[src/inc/rmc_pkg.sv]
// Package: constants and types for the reset and reserved mode-code processor
package rmc_pkg;
	// ----------------------------------------
	// Mode codes
	// ----------------------------------------
	localparam logic [4:0] MC_RESET_TERM = 5'h08;
	localparam logic [4:0] MC_RSV_LO = 5'h09;
	localparam logic [4:0] MC_RSV_HI = 5'h0F;
	// ----------------------------------------
	// Register map (byte addresses)
	// ----------------------------------------
	localparam logic [7:0] ADDR_CFG = 8'h00;
	localparam logic [7:0] ADDR_ILL = 8'h04;
	localparam logic [7:0] ADDR_STAT = 8'h08;
	localparam logic [7:0] ADDR_IRQ_ST = 8'h0C;
	localparam logic [7:0] ADDR_IRQ_MSK = 8'h10;
	localparam logic [7:0] ADDR_DESC = 8'h14;
	localparam logic [7:0] ADDR_INFO = 8'h18;
	localparam logic [7:0] ADDR_BITW = 8'h1C;
	// Config bits
	localparam int CFG_UNDEFINED_MODE_INVALID_OPTION = 0;
	localparam int CFG_SOFTWARE_RESET_BIT = 1;
	localparam int CFG_W = 2;
	// Terminal status bits
	localparam int ST_MSG_ERROR_RECORD = 0;
	localparam int ST_BUSY = 1;
	localparam int ST_BCR = 2;
	localparam int ST_TXSHUT_A = 3;
	localparam int ST_TXSHUT_B = 4;
	localparam int ST_TFINH = 5;
	localparam int ST_W = 6;
	// Descriptor control bits
	localparam int DC_ACC = 0;
	localparam int DC_BROADCAST_MSG_FLAG = 1;
	localparam int DC_PP = 2;
	localparam int DC_W = 3;
	// Message info word bits
	localparam int MI_BUS_IDENTITY_BIT = 0;
	localparam int MI_MSG_ERROR_RECORD = 1;
	localparam int MI_ILLEGAL_COMMAND_FLAG = 2;
	localparam int MI_TERMINAL_TO_TERMINAL_FLAG = 3;
	localparam int MI_GAP = 4;
	localparam int MI_WCT = 5;
	localparam int MI_W = 6;
	// Interrupt bits
	localparam int IRQ_MSGRX = 0;
	localparam int IRQ_BROADCAST_MSG_FLAG = 1;
	localparam int IRQ_ILLEGAL_COMMAND_FLAG = 2;
	localparam int IRQ_MSG_ERROR_RECORD = 3;
	localparam int IRQ_W = 4;
	localparam logic [15:0] BIT_WORD_CLR = 16'h0000;
	typedef enum logic [2:0] {
		S_IDLE = 3'b001,
		S_WAIT = 3'b010,
		S_DONE = 3'b100
	} rmc_state_t;
endpackage : rmc_pkg

[src/rtl/rmc_decode.sv]
// Decoder: classifies a received mode command into its handling case
`timescale 1ns/1ps
module rmc_decode
	import rmc_pkg::*;
(
	input wire logic [4:0] mode_code, // Received mode code
	input wire logic tr_bit, // Transmit/receive bit
	input wire logic cmd_valid_word, // Command word passed validation
	input wire logic undefined_mode_invalid_option, // Invalidates T/R=0 codes
	input wire logic [15:0] ill_table, // Table bits: [7:0] T/R=1, [15:8] T/R=0
	output logic handled, // Code belongs to this block
	output logic ignore, // Message ignored completely
	output logic illegal, // Illegalization bit applies
	output logic is_reset // Reset-terminal code with T/R=1
);
	logic [2:0] idx;
	always_comb begin
		idx = mode_code[2:0];
		handled = (mode_code >= MC_RESET_TERM) && (mode_code <= MC_RSV_HI);
		is_reset = handled && tr_bit && (mode_code == MC_RESET_TERM);
		ignore = handled && (!cmd_valid_word || (!tr_bit && undefined_mode_invalid_option));
		// Reset code with T/R=1 is never illegalized here
		if (tr_bit) begin
			illegal = (mode_code != MC_RESET_TERM) && ill_table[idx];
		end else begin
			illegal = ill_table[8 + idx];
		end
	end
endmodule : rmc_decode

[src/rtl/rmc_irq.sv]
// Interrupt collector: sticky status, mask, write-one-to-clear
`timescale 1ns/1ps
module rmc_irq
	import rmc_pkg::*;
#(
	parameter int W = IRQ_W
) (
	input wire logic hclk, // Clock
	input wire logic hresetn, // Async reset, active low
	input wire logic [W-1:0] evt, // Event pulses
	input wire logic [W-1:0] clr, // Write-one-to-clear bits
	input wire logic mask_we, // Mask write strobe
	input wire logic [W-1:0] mask_d, // Mask write data
	output logic [W-1:0] status, // Sticky status
	output logic [W-1:0] mask, // Mask (1 enables)
	output logic irq // Level interrupt
);
	typedef struct packed {
		logic [W-1:0] st;
		logic [W-1:0] mk;
	} rmc_irq_t;
	rmc_irq_t q_r, q_nxt;
	always_comb begin
		q_nxt = q_r;
		// Set wins over a simultaneous clear
		q_nxt.st = (q_r.st & ~clr) | evt;
		if (mask_we) begin
			q_nxt.mk = mask_d;
		end
	end
	always_ff @(posedge hclk or negedge hresetn) begin
		if (!hresetn) begin
			q_r <= '0;
		end else begin
			q_r <= q_nxt;
		end
	end
	assign status = q_r.st;
	assign mask = q_r.mk;
	assign irq = |(q_r.st & q_r.mk);
endmodule : rmc_irq

[src/rtl/rmc_top.sv]
// Mode-code processor for reset-terminal and reserved mode codes
`timescale 1ns/1ps
module rmc_top
	import rmc_pkg::*;
(
	input wire logic hclk, // Clock, 10 MHz
	input wire logic hresetn, // Async reset, active low
	input wire logic hsel, // AHB select
	input wire logic [31:0] haddr, // AHB address
	input wire logic [1:0] htrans, // AHB transfer type
	input wire logic hwrite, // AHB write
	input wire logic [2:0] hsize, // AHB size
	input wire logic [31:0] hwdata, // AHB write data
	input wire logic hready, // AHB bus ready
	output logic [31:0] hrdata, // AHB read data
	output logic hreadyout, // AHB slave ready
	output logic hresp, // AHB response
	input wire logic cmd_stb, // Mode command received pulse
	input wire logic [4:0] cmd_mode_code, // Mode code field
	input wire logic cmd_tr, // T/R bit
	input wire logic cmd_broadcast_msg_flag, // Broadcast address
	input wire logic cmd_valid, // Command word valid
	input wire logic cmd_bus_b, // Received on bus B
	input wire logic cmd_data_follows, // Contiguous data word followed
	input wire logic status_sent, // Status word transmission done pulse
	output logic status_tx_req, // Request status word transmit pulse
	output logic master_reset_pin_req, // Software reset bit level
	output logic irq // Interrupt level
);
	// ----------------------------------------
	// State
	// ----------------------------------------
	typedef struct packed {
		rmc_state_t st;
		logic [CFG_W-1:0] cfg;
		logic [15:0] ill;
		logic [ST_W-1:0] tstat;
		logic [DC_W-1:0] desc;
		logic [MI_W-1:0] info;
		logic [15:0] bitw;
		logic tx_req;
		logic rst_pend;
		logic aph_wr;
		logic aph_rd;
		logic [7:0] aph_addr;
		logic [31:0] rdata;
	} rmc_top_t;
	rmc_top_t q_r, q_nxt;

	logic handled, ignore, illegal, is_reset;
	logic [IRQ_W-1:0] evt, irq_clr, irq_st, irq_mk;
	logic mask_we;

	rmc_decode u_dec (
		.mode_code(cmd_mode_code),
		.tr_bit(cmd_tr),
		.cmd_valid_word(cmd_valid),
		.undefined_mode_invalid_option(q_r.cfg[CFG_UNDEFINED_MODE_INVALID_OPTION]),
		.ill_table(q_r.ill),
		.handled(handled),
		.ignore(ignore),
		.illegal(illegal),
		.is_reset(is_reset)
	);

	rmc_irq #(.W(IRQ_W)) u_irq (
		.hclk(hclk),
		.hresetn(hresetn),
		.evt(evt),
		.clr(irq_clr),
		.mask_we(mask_we),
		.mask_d(hwdata[IRQ_W-1:0]),
		.status(irq_st),
		.mask(irq_mk),
		.irq(irq)
	);

	// ----------------------------------------
	// Bus decode
	// ----------------------------------------
	function automatic logic [31:0] read_mux(input logic [7:0] a, input rmc_top_t s,
		input logic [IRQ_W-1:0] ist, input logic [IRQ_W-1:0] imk);
		logic [31:0] d;
		d = '0;
		unique case (a)
			ADDR_CFG: d[CFG_W-1:0] = s.cfg;
			ADDR_ILL: d[15:0] = s.ill;
			ADDR_STAT: d[ST_W-1:0] = s.tstat;
			ADDR_IRQ_ST: d[IRQ_W-1:0] = ist;
			ADDR_IRQ_MSK: d[IRQ_W-1:0] = imk;
			ADDR_DESC: d[DC_W-1:0] = s.desc;
			ADDR_INFO: d[MI_W-1:0] = s.info;
			ADDR_BITW: d[15:0] = s.bitw;
			default: d = '0;
		endcase
		return d;
	endfunction : read_mux

	logic take;
	assign take = hsel && hready && htrans[1];
	assign mask_we = q_r.aph_wr && (q_r.aph_addr == ADDR_IRQ_MSK);
	assign irq_clr = (q_r.aph_wr && (q_r.aph_addr == ADDR_IRQ_ST)) ? hwdata[IRQ_W-1:0] : '0;

	// ----------------------------------------
	// Command handling
	// ----------------------------------------
	logic act;
	assign act = cmd_stb && handled && !ignore;

	always_comb begin
		q_nxt = q_r;
		evt = '0;
		q_nxt.tx_req = 1'b0;
		q_nxt.aph_wr = take && hwrite;
		q_nxt.aph_rd = take && !hwrite;
		q_nxt.aph_addr = take ? haddr[7:0] : q_r.aph_addr;
		if (take && !hwrite) begin
			q_nxt.rdata = read_mux(haddr[7:0], q_r, irq_st, irq_mk);
		end
		// Host writes; the reset code never touches cfg or table
		if (q_r.aph_wr) begin
			unique case (q_r.aph_addr)
				ADDR_CFG: q_nxt.cfg = hwdata[CFG_W-1:0];
				ADDR_ILL: q_nxt.ill = hwdata[15:0];
				ADDR_STAT: q_nxt.tstat = hwdata[ST_W-1:0];
				ADDR_BITW: q_nxt.bitw = hwdata[15:0];
				default: ;
			endcase
		end
		if (act) begin
			q_nxt.desc[DC_PP] = !q_r.desc[DC_PP];
			q_nxt.desc[DC_ACC] = !is_reset;
			q_nxt.info = '0;
			q_nxt.info[MI_BUS_IDENTITY_BIT] = cmd_bus_b;
			evt[IRQ_MSGRX] = 1'b1;
			if (cmd_data_follows) begin
				q_nxt.tstat[ST_MSG_ERROR_RECORD] = 1'b1;
				// Accessed flag is set here, the reset code included
				q_nxt.desc[DC_ACC] = 1'b1;
				q_nxt.desc[DC_BROADCAST_MSG_FLAG] = 1'b0;
				q_nxt.info[MI_MSG_ERROR_RECORD] = 1'b1;
				// Reset code counts as a gap fault whatever its T/R bit
				q_nxt.info[MI_GAP] = (cmd_mode_code == MC_RESET_TERM);
				q_nxt.info[MI_WCT] = (cmd_mode_code != MC_RESET_TERM);
				evt[IRQ_MSG_ERROR_RECORD] = 1'b1;
			end else begin
				q_nxt.desc[DC_BROADCAST_MSG_FLAG] = cmd_broadcast_msg_flag;
				q_nxt.tstat[ST_MSG_ERROR_RECORD] = illegal;
				if (illegal) begin
					q_nxt.info[MI_ILLEGAL_COMMAND_FLAG] = 1'b1;
					q_nxt.info[MI_MSG_ERROR_RECORD] = 1'b1;
					evt[IRQ_ILLEGAL_COMMAND_FLAG] = 1'b1;
				end
				// Reserved T/R=1 in-form case reports bus identity cleared
				if (cmd_tr && !is_reset && !illegal) begin
					q_nxt.info[MI_BUS_IDENTITY_BIT] = 1'b0;
				end
				if (cmd_broadcast_msg_flag && (!cmd_tr || is_reset)) begin
					if (!cmd_tr) begin
						q_nxt.tstat[ST_BCR] = 1'b1;
					end
					evt[IRQ_BROADCAST_MSG_FLAG] = 1'b1;
				end else begin
					q_nxt.tx_req = 1'b1;
				end
				if (is_reset) begin
					q_nxt.bitw = BIT_WORD_CLR;
					q_nxt.tstat[ST_TXSHUT_A] = 1'b0;
					q_nxt.tstat[ST_TXSHUT_B] = 1'b0;
					q_nxt.tstat[ST_TFINH] = 1'b0;
					q_nxt.rst_pend = 1'b1;
					q_nxt.st = cmd_broadcast_msg_flag ? S_DONE : S_WAIT;
				end
			end
		end
		// Post-status clear of message error, busy, broadcast-received
		unique case (q_r.st)
			S_IDLE: ;
			S_WAIT: begin
				if (status_sent) begin
					q_nxt.st = S_DONE;
				end
			end
			S_DONE: begin
				q_nxt.tstat[ST_MSG_ERROR_RECORD] = 1'b0;
				q_nxt.tstat[ST_BUSY] = 1'b0;
				q_nxt.tstat[ST_BCR] = 1'b0;
				q_nxt.rst_pend = 1'b0;
				q_nxt.st = S_IDLE;
			end
			default: q_nxt.st = S_IDLE;
		endcase
	end

	always_ff @(posedge hclk or negedge hresetn) begin
		if (!hresetn) begin
			q_r <= '0;
			q_r.st <= S_IDLE;
		end else begin
			q_r <= q_nxt;
		end
	end

	assign hrdata = q_r.rdata;
	assign hreadyout = 1'b1;
	assign hresp = 1'b0;
	assign status_tx_req = q_r.tx_req;
	assign master_reset_pin_req = q_r.cfg[CFG_SOFTWARE_RESET_BIT];
endmodule : rmc_top

[config.mk]
export PLATFORM = sky130hd
export DESIGN_NAME = rmc_top
export DESIGN_NICKNAME = d
export VERILOG_FILES = /design/src/inc/rmc_pkg.sv /design/src/rtl/rmc_decode.sv /design/src/rtl/rmc_irq.sv /design/src/rtl/rmc_top.sv
export SDC_FILE = /design/constraint.sdc
export NUM_CORES = 1
export LEC_CHECK = 0
export ABC_AREA = 1
export CORE_UTILIZATION = 48
export CTS_CLUSTER_DIAMETER = 60
export DETAILED_ROUTE_END_ITERATION = 10
export DONT_BUFFER_PORTS = 1
export GPL_ROUTABILITY_DRIVEN = 0
export PLACE_DENSITY = 0.64
export SLEW_MARGIN = 15
export SYNTH_ARGS = -nofsm -noshare
export SYNTH_HDL_FRONTEND = slang
export SYNTH_SLANG_ARGS = --single-unit
[constraint.sdc]
create_clock -name hclk -period 1.7 [get_ports hclk]
set_clock_uncertainty 0.2 [all_clocks]
set_input_delay 0.255 -clock hclk [delete_from_list [all_inputs] [get_ports hclk]]
set_output_delay 0.255 -clock hclk [all_outputs]
set_load 0.1 [all_outputs]
==> reports/metrics.cfg, run 1 <==
[status]
status=complete, but fails checks
violations=negative hold slack

[setup_path]
regToRegStartpoint=q_r[91]
r2r_slack_ns=0.05
cp_top_family=simple AND/OR/NAND/NOR gates
start_kind=flip-flop
rr_worst_depth=7
r2r-end=q_r[74]
worstPathArrival_ns=1.69
max_stage_delay_ns=0.42
critPathKind=flip-flop to flip-flop
endpoint_kind=flip-flop
required_ns=1.74
path_buf_inv=1
path_cells=nand2_1, nand3_1, nor2_4, buf_4, nand2_4, o21ai_1, a21oi_1
worstPathMaxFanout=11
critPathSlowestCell=dfrtp_1

[power_and_ir_drop]
comb_power_share_pct=24.3
seq_power_share_pct=50.0
clkPwrFrac_pct=25.7
ir_drop_mv=0.457
p_switching_mw=2.01
finalPower_mw=5.27
p_int_mw=3.25
swShare_pct=38.2
powerDensity_nw_per_um2=1010
p_leak_nw=2.77

[sta]
setup_viol=0
hold_violations=85
hold_slack_ns=-0.608
setup_tns_ns=0
report.final.slew_viol_count=0
fmaxAchievable_mhz=608
fin_crit_sh_pct=96.8
fin_crit_ns=1.65

[die]
start_util_pct=50.0
rows=34
fp.dieW_um=97.6
core_area_um2=8760
top_level_ports=123
die_h_um=97.6
die_area_um2=9520

[synthesis]
synth-edff-count=0
async_flop_share_pct=100
synth_area_leaders=dfrtp_1, nand2_1, buf_4
synth-main-ff-cell=dfrtp_1
avgSynthCellArea_um2=7.96
synth_area_um2=4390
yosysUniqueCellTypes=32
yosys-top-cells-count=nand2_1, dfrtp_1, inv_1
yosys_warnings=0
synth_top_area_cell=dfrtp_1
synth-seq-cells=85
syn_inst=551
synth_top_area_share_pct=47.9
yosysMostFrequentCell=nand2_1
seq_area_frac_synth_pct=48.5

[clocking]
clockBufferDepth=2
cts-root-buf=clkbuf_8
cts_max_level=3
clkTransAtPathRegs_ns=0.09
cts.sink_count=85
cts_hold_buffers=35
cts_tree=built
cts_buffers=9
clk_latency_ns=0.35

[placed_design]
io_buffer_count=0
hpwl_mm=7.08

[global_route]
grt_start_max_net_pins=86
antenna_found_initial=0
grt_usage_pct=23.3
grt_pass1_wl_mm=17.6
overflow=0
grt_pass1_vias=3568

[drt]
totalWireLength_mm=11.5
via_count=3847
wl_per_cell_um=16.0
ant_nets=0
drc_errors=0
dr.pass1.iters=6
viasPerCell=5.38
drtIter0Drc=249

[finish]
nNetsFinal=688
n_antenna_cell=0
final_util_pct=59.6
syn2layout_area_growth_pct=19.0
drive_gt1_share_pct=16.3

[flow_run]
maxCapViolCount=0

[min_path]
worstHoldPathType=input pin to asynchronous set/reset pin

-- what timing repair did --
action,4_1_cts,5_1_grt
gates cloned,0,4
buffers inserted,0,11
gates resized for setup,3,23
hold endpoints to repair,152,85
pin swaps,0,13
setup endpoints to repair,3,63
-- layout by cell type (no fill, tap or decap), types with 3 or more instances in the layout --
cell type        n
a21oi_1         40
buf_12           3
buf_4           33
clkbuf_16        3
clkbuf_8        10
clkinv_2         3
clkinv_4         3
conb_1          18
dfrtp_1         81
dfrtp_2          3
dlygate4sd3_1   33
inv_1           50
inv_2           11
nand2_1        122
nand3_1         45
nand3_2          7
nand4_1          5
nor2_1          36
nor2_4           6
o21ai_0         23
o21ai_1         46
-- worst max path at each step --
stage	start	endpoint	slack, ns	cells after the start
2_1_floorplan	u_irq.status[3]	irq	-0.09	2
3_3_place_gp	q_r[91]	q_r[95]	0.11	8
5_1_grt	q_r[38]	q_r[76]	-0.02	8
6_report	q_r[91]	q_r[74]	0.05	7
3_5_place_dp	q_r[38]	q_r[74]	0.09	7
4_1_cts	haddr[5]	hrdata[14]	0.01	7
-- cells by family after synthesis --
group / after synthesis / synth area share, %
other: 2 / 0.171
AND/OR/NAND/NOR: 232 / 23.6
flip-flops: 85 / 48.5
XOR/XNOR: 1 / 0.200
buffers and inverters: 117 / 14.3
AO/OA/AOI/OAI: 114 / 13.2
-- state kept, by name, indices dropped and copies added, names as in the netlist --
| signal | flops |
|---|---|
| q_r | 59 |
| u_irq.mask | 4 |
| hrdata | 16 |
| u_irq.status | 4 |
| status_tx_req | 1 |
| master_reset_pin_req | 1 |
-- power by group through the flow --
stage	combinational (mW)	clock, mW	sequential, mW
6_report	1.28	1.35	2.63
3_3_place_gp	1.13	0	2.64
4_1_cts	1.23	1.38	2.62
5_1_grt	1.38	1.46	2.67
2_1_floorplan	1.14	0	2.54
3_5_place_dp	1.15	0	2.65
-- area by class of cell --
cell class / instances / area, um2
sequential: 85 / 2130
fill: 784 / 3540
inverter: 65 / 251
tap: 108 / 135
timing repair buffer: 75 / 748
multi-input combinational: 366 / 1770
clock buffer: 10 / 138
clock inverter: 6 / 47.5
-- through the flow --
step / setup slack [ns] / std cells / cell area (um2)
6_report: 0.0540 / 715 / 5220
4_1_cts: 0.0146 / 701 / 4980
3_5_place_dp: 0.0887 / 650 / 4440
2_1_floorplan: -0.0873 / 567 / 4450
5_1_grt: -0.0154 / 715 / 5220
3_3_place_gp: 0.106 / 650 / 4440
-- layer usage --
layer / share of wire [%] / routed length [um] / vias up / global-route usage [%]
met5: 0 / 0 / - / 0
met4: 1.9 / 221 / 0 / 8.14
met3: 6.7 / 772 / 16 / 3.60
met2: 48 / 5520 / 163 / 36.5
met1: 43 / 4960 / 1845 / 32.9
li1: - / - / 1823 / -
Note: power is estimated with default switching activity, not from simulation.
==> run 2: changes to the inputs <==
--- a/config.mk
+++ b/config.mk
@@ -15,4 +15,5 @@
 export SLEW_MARGIN = 15
 export SYNTH_ARGS = -nofsm -noshare
 export SYNTH_HDL_FRONTEND = slang
+export SYNTH_HIERARCHICAL = 1
 export SYNTH_SLANG_ARGS = --single-unit
==> reports/metrics.cfg, run 2 <==
[die]
die_area_um2=9990  ; was 9520 um2
top_level_ports=123  ; unchanged
core_area_um2=9280  ; was 8760 um2
fp.dieW_um=100  ; was 97.6 um
rows=35  ; was 34
die_h_um=100  ; was 97.6 um
start_util_pct=49.6  ; was 50.0%

[global_route]
grt_usage_pct=22.5  ; was 23.3%
overflow=0  ; unchanged
grt_pass1_wl_mm=17.7  ; was 17.6 mm
grt_start_max_net_pins=86  ; unchanged
antenna_found_initial=0  ; unchanged
grt_pass1_vias=3624  ; was 3568

[synthesis]
seq_area_frac_synth_pct=46.2  ; was 48.5%
synth-edff-count=0  ; unchanged
yosys-top-cells-count=nand2_1, dfrtp_1, inv_1  ; unchanged
synth-main-ff-cell=dfrtp_1  ; unchanged
syn_inst=581  ; was 551
synth_area_leaders=dfrtp_1, nand2_1, buf_4  ; unchanged
avgSynthCellArea_um2=7.93  ; was 7.96 um2
synth_area_um2=4610  ; was 4390 um2
yosys_warnings=6  ; was 0
async_flop_share_pct=100  ; unchanged
synth_top_area_share_pct=45.6  ; was 47.9%
yosysMostFrequentCell=nand2_1  ; unchanged
synth_top_area_cell=dfrtp_1  ; unchanged
synth-seq-cells=85  ; unchanged
yosysUniqueCellTypes=38  ; was 32

[clocking]
cts.sink_count=85  ; unchanged
clkTransAtPathRegs_ns=0.09  ; about the same
cts_tree=built  ; unchanged
cts_buffers=9  ; unchanged
clockBufferDepth=2  ; unchanged
clk_latency_ns=0.35  ; about the same
cts-root-buf=clkbuf_8  ; unchanged
cts_max_level=3  ; unchanged

[setup_path]
endpoint_kind=flip-flop  ; unchanged
worstPathMaxFanout=3  ; was 11
r2r_slack_ns=0.03  ; was 0.05 ns
start_kind=input pin  ; was flip-flop
worstPathArrival_ns=1.73  ; was 1.69 ns
required_ns=1.74  ; about the same
r2r-end=q_r[71]  ; was q_r[74]
regToRegStartpoint=q_r[33]  ; was q_r[91]
rr_worst_depth=9  ; was 7
critPathKind=input pin to flip-flop  ; was flip-flop to flip-flop

[sta]
hold_slack_ns=-0.608  ; about the same
rsz0062_at_grt=yes
report.final.slew_viol_count=0  ; unchanged
setup_viol=0  ; unchanged
setup_tns_ns=0  ; unchanged
setup_ws_ns=0.0158  ; was 0.0540 ns
hold_violations=86  ; was 85
fin_crit_ns=1.68  ; was 1.65 ns
fin_crit_sh_pct=99.1  ; was 96.8%
fmaxAchievable_mhz=594  ; was 608 MHz

[finish]
drive_gt1_share_pct=18.5  ; was 16.3%
n_antenna_cell=0  ; unchanged
mostFrequentLayoutCell=nand2_1  ; unchanged
largest_reg_flops=59  ; unchanged
nNetsFinal=735  ; was 688
top_register=q_r  ; unchanged
layout_common_cells=nand2_1, dfrtp_1, inv_1, nand3_1  ; was nand2_1, dfrtp_1, inv_1, o21ai_1, nand3_1
postLayoutCellArea_um2=5620  ; was 5220 um2
syn2layout_area_growth_pct=22.1  ; was 19.0%

[placed_design]
placed_area_um2=4820  ; was 4440 um2
io_buffer_count=0  ; unchanged
hpwl_mm=7.54  ; was 7.08 mm
dp_slack_ns=-0.0117  ; was 0.0887 ns

[status]
status=complete, but fails checks  ; unchanged
violations=negative hold slack  ; unchanged

[drt]
totalWireLength_mm=11.1  ; was 11.5 mm
drtIter0Drc=321  ; was 249
ant_nets=0  ; unchanged
dr.pass1.iters=5  ; was 6
viasPerCell=5.04  ; was 5.38
wl_per_cell_um=14.2  ; was 16.0 um
via_count=3948  ; was 3847
drc_errors=0  ; unchanged

[power_and_ir_drop]
finalPower_mw=5.46  ; was 5.27 mW
ir_drop_mv=0.520  ; was 0.457 mV
p_leak_nw=2.94  ; was 2.77 nW
powerDensity_nw_per_um2=970  ; was 1010 nW/um2

[flow_run]
maxCapViolCount=0  ; unchanged

[min_path]
worstHoldPathType=input pin to asynchronous set/reset pin  ; unchanged

==> run 2: changes by cell type after synthesis, sizes merged, moves of 4 or more <==
cell,before,now
inv,64,79
nor2,44,54
o21ai,70,63
nand4,5,0
a21oi,40,44
o21bai,1,5
==> run 2: layout make-up <==
class	instances	area, um2
clock buffer	9	124
clock inverter	7	81.3
fill	865	3660
inverter	80	310
multi-input combinational	384	1920
sequential	85	2130
tap	129	161
timing repair buffer	89	903
==> run 2: cell families after synthesis <==
| logic type | Yosys count | synth area share [%] |
|---|---|---|
| buffers and inverters | 129 | 14.6 |
| AO/OA/AOI/OAI | 120 | 14.8 |
| AND/OR/NAND/NOR | 244 | 24.1 |
| flip-flops | 85 | 46.2 |
| XOR/XNOR | 1 | 0.190 |
| other | 2 | 0.163 |
==> run 2: what timing repair did <==
item,in CTS,in global routing
endpoints found under the setup margin,11,35
pin swaps,0,10
gates cloned,0,3
gates resized for setup,1,25
buffers inserted,0,11
hold endpoints to repair,150,87
hold buffers,38,1
==> run 2: per-stage QoR <==
step	instances	utilization, %
after floorplan	597	-
after global routing	783	60.6
after global placement	714	51.9
final	783	60.6
after detailed placement	714	51.9
after CTS	768	58.2
==> run 2: worst max-delay path by stage <==
stage / from / to / slack [ns] / depth (start not counted)
2_1_floorplan: cmd_mode_code[3] / q_r[50] / 0.09 / 10
5_1_grt: q_r[33] / q_r[71] / -0.05 / 9
6_report: cmd_mode_code[4] / q_r[65] / 0.02 / 5
3_3_place_gp: q_r[91] / q_r[59] / 0.03 / 9
3_5_place_dp: cmd_mode_code[3] / q_r[54] / -0.01 / 10
4_1_cts: hready / q_r[32] / 0.0006 / 5
==> run 2: per-layer routing <==
layer / global-route usage, % / share of wire (%) / vias to the layer above
met5: 0 / 0 / -
met4: 4.91 / 1.4 / 0
met3: 3.27 / 6.8 / 17
met2: 34.6 / 45 / 160
met1: 33.9 / 47 / 1827
li1: - / - / 1944
==> run 2: worst max-delay path, stage by stage <==
cell and delay, ns:
dlygate4sd3_1 0.54, nor2_2 0.11, dlygate4sd3_1 0.58, nand2_1 0.06, a22o_1 0.18
==> run 2: power by group <==
group | switching, mW | internal [mW]
clock network | 0.788 | 0.698
registers | 0.216 | 2.32
logic | 1.03 | 0.399
total | 2.03 | 3.42
==> run 3: changes to the inputs <==
--- a/config.mk
+++ b/config.mk
@@ -15,5 +15,4 @@
 export SLEW_MARGIN = 15
 export SYNTH_ARGS = -nofsm -noshare
 export SYNTH_HDL_FRONTEND = slang
-export SYNTH_HIERARCHICAL = 1
 export SYNTH_SLANG_ARGS = --single-unit
==> constraint.sdc (replaced) <==
create_clock -name hclk -period 1.7 [get_ports hclk]
set_clock_uncertainty 0.2 [all_clocks]
set_input_delay 0.255 -clock hclk [delete_from_list [all_inputs] [get_ports hclk]]
set_output_delay 0.255 -clock hclk [all_outputs]
set_load 0.01 [all_outputs]
==> reports/metrics.cfg, run 3 (synthesis gave the netlist of run 1 again) <==
[finish]
register_area_um2=2130  ; unchanged
fill_cells=781  ; was 865
final_util_pct=59.0  ; was 60.6%
mostFrequentLayoutCell=nand2_1  ; unchanged
multi_input_area_um2=1760  ; was 1920 um2
syn2layout_area_growth_pct=17.9  ; was 22.1%
layout_common_cells=nand2_1, dfrtp_1, inv_1, o21ai_1, nand3_1  ; was nand2_1, dfrtp_1, inv_1, nand3_1
n_antenna_cell=0  ; unchanged
largest_reg_flops=59  ; unchanged
top_register=q_r  ; unchanged
drive_gt1_share_pct=13.2  ; was 18.5%
nNetsFinal=673  ; was 735
final_cells=700  ; was 783

[setup_path]
path_buf_inv=2  ; unchanged
max_stage_delay_ns=0.54  ; was 0.58 ns
critPathKind=input pin to flip-flop  ; unchanged
r2r_slack_ns=0.09  ; was 0.03 ns
start_kind=input pin  ; unchanged
required_ns=1.72  ; was 1.74 ns
rr_worst_depth=7  ; was 9
path_cells=dlygate4sd3_1, nand2_2, nor2_2, nand3_2, nor2_4, nand2_8, clkbuf_16, o21ai_1, a21oi_1  ; was dlygate4sd3_1, nor2_2, dlygate4sd3_1, nand2_1, a22o_1
regToRegStartpoint=q_r[91]  ; was q_r[33]
worstPathMaxFanout=6  ; was 3
worstPathArrival_ns=1.69  ; was 1.73 ns
endpoint_kind=flip-flop  ; unchanged
r2r-end=q_r[45]  ; was q_r[71]
cp_top_family=buffers and inverters  ; unchanged
critPathSlowestCell=dlygate4sd3_1  ; unchanged

[clocking]
clkTransAtPathRegs_ns=0.08  ; was 0.09 ns
clk_latency_ns=0.35  ; about the same
cts_buffers=9  ; unchanged
cts_max_level=3  ; unchanged
cts-root-buf=clkbuf_8  ; unchanged
cts.sink_count=85  ; unchanged
cts_tree=built  ; unchanged
clockBufferDepth=2  ; unchanged

[status]
violations=negative hold slack  ; unchanged
status=complete, but fails checks  ; unchanged

[global_route]
grt_usage_pct=23.1  ; was 22.5%
overflow=0  ; unchanged
antenna_found_initial=0  ; unchanged
grt_pass1_vias=3507  ; was 3624
grt_start_max_net_pins=86  ; unchanged
grt_pass1_wl_mm=17.4  ; was 17.7 mm

[die]
die_h_um=97.6  ; was 100 um
start_util_pct=50.0  ; was 49.6%
fp.dieW_um=97.6  ; was 100 um
die_area_um2=9520  ; was 9990 um2
rows=34  ; was 35
core_area_um2=8760  ; was 9280 um2
top_level_ports=123  ; unchanged

[flow_run]
maxCapViolCount=0  ; unchanged

[placed_design]
io_buffer_count=0  ; unchanged
dp_slack_ns=0.0964  ; was -0.0117 ns
dpl.cell_count=636  ; was 714
hpwl_mm=7.00  ; was 7.54 mm

[sta]
fmaxAchievable_mhz=599  ; was 594 MHz
hold_slack_ns=-0.610  ; was -0.608 ns
fin_crit_sh_pct=98.2  ; was 99.1%
setup_viol=0  ; unchanged
fin_crit_ns=1.67  ; was 1.68 ns
setup_ws_ns=0.0309  ; was 0.0158 ns
hold_violations=85  ; was 86
report.final.slew_viol_count=0  ; unchanged

[drt]
totalWireLength_mm=10.7  ; was 11.1 mm
wl_per_cell_um=15.2  ; was 14.2 um
ant_nets=0  ; unchanged
drtIter0Drc=252  ; was 321
dr.pass1.iters=6  ; was 5
via_count=3728  ; was 3948
drc_errors=0  ; unchanged
viasPerCell=5.33  ; was 5.04

[power_and_ir_drop]
p_leak_nw=2.72  ; was 2.94 nW
ir_drop_mv=0.472  ; was 0.520 mV
powerDensity_nw_per_um2=947  ; was 970 nW/um2

[min_path]
worstHoldPathType=input pin to asynchronous set/reset pin  ; unchanged

[run 3: what timing repair did]
item / 4_1_cts / 5_1_grt
gates resized for setup: 0 / 28
buffers inserted: 0 / 8
endpoints found under the setup margin: 0 / 60
hold endpoints to repair: 147 / 87
hold buffers: 37 / 2
[run 3: worst max path at each step]
stage / startpoint / end / slack [ns] / depth (start not counted)
floorplan: q_r[33] / q_r[50] / 0.22 / 5
global placement: q_r[38] / q_r[71] / 0.11 / 8
detailed placement: q_r[38] / q_r[71] / 0.1 / 8
CTS: cmd_mode_code[2] / q_r[47] / 0.02 / 10
global route: cmd_mode_code[3] / q_r[53] / -0.02 / 9
finish: cmd_mode_code[3] / q_r[45] / 0.03 / 9
[run 3: power by group]
part	switching [mW]	total, mW	internal [mW]
clock network	0.705	1.68	0.979
logic	0.363	0.649	0.287
registers	0.250	2.56	2.31
[run 3: metrics by stage]
stage	power, mW	setup TNS (ns)	cell area [um2]
floorplan	3.07	0	4450
finish	4.89	0	5170
global route	5.16	-0.179	5170
global placement	3.10	0	4350
detailed placement	3.13	0	4350
CTS	4.88	0	4950
[run 3: metal layers]
layer  vias to the layer above  share of wire [%]  track usage (%)
li1                       1796                  -                -
met1                      1781                 45             32.6
met2                       132                 47             35.6
met3                        19                6.1             4.89
met4                         0                1.8             7.69
met5                         -                  0                0
[run 3: cell type report]
| type | count | share of cell area, % |
|---|---|---|
| Sequential cell | 85 | 41.2 |
| Clock buffer | 12 | 2.61 |
| Clock inverter | 4 | 1.89 |
| Multi-Input combinational cell | 365 | 34.1 |
| Timing Repair Buffer | 61 | 12.8 |
| Tap cell | 108 | 2.61 |
| Inverter | 65 | 4.84 |
[run 3: worst reg2reg max path, stage by stage (launching register included)]
cell	delay [ns]
dfrtp_1	0.43
nand2_1	0.12
nand3_2	0.13
nor2_4	0.20
nand2_8	0.10
clkbuf_16	0.17
o21ai_1	0.07
a21oi_1	0.06
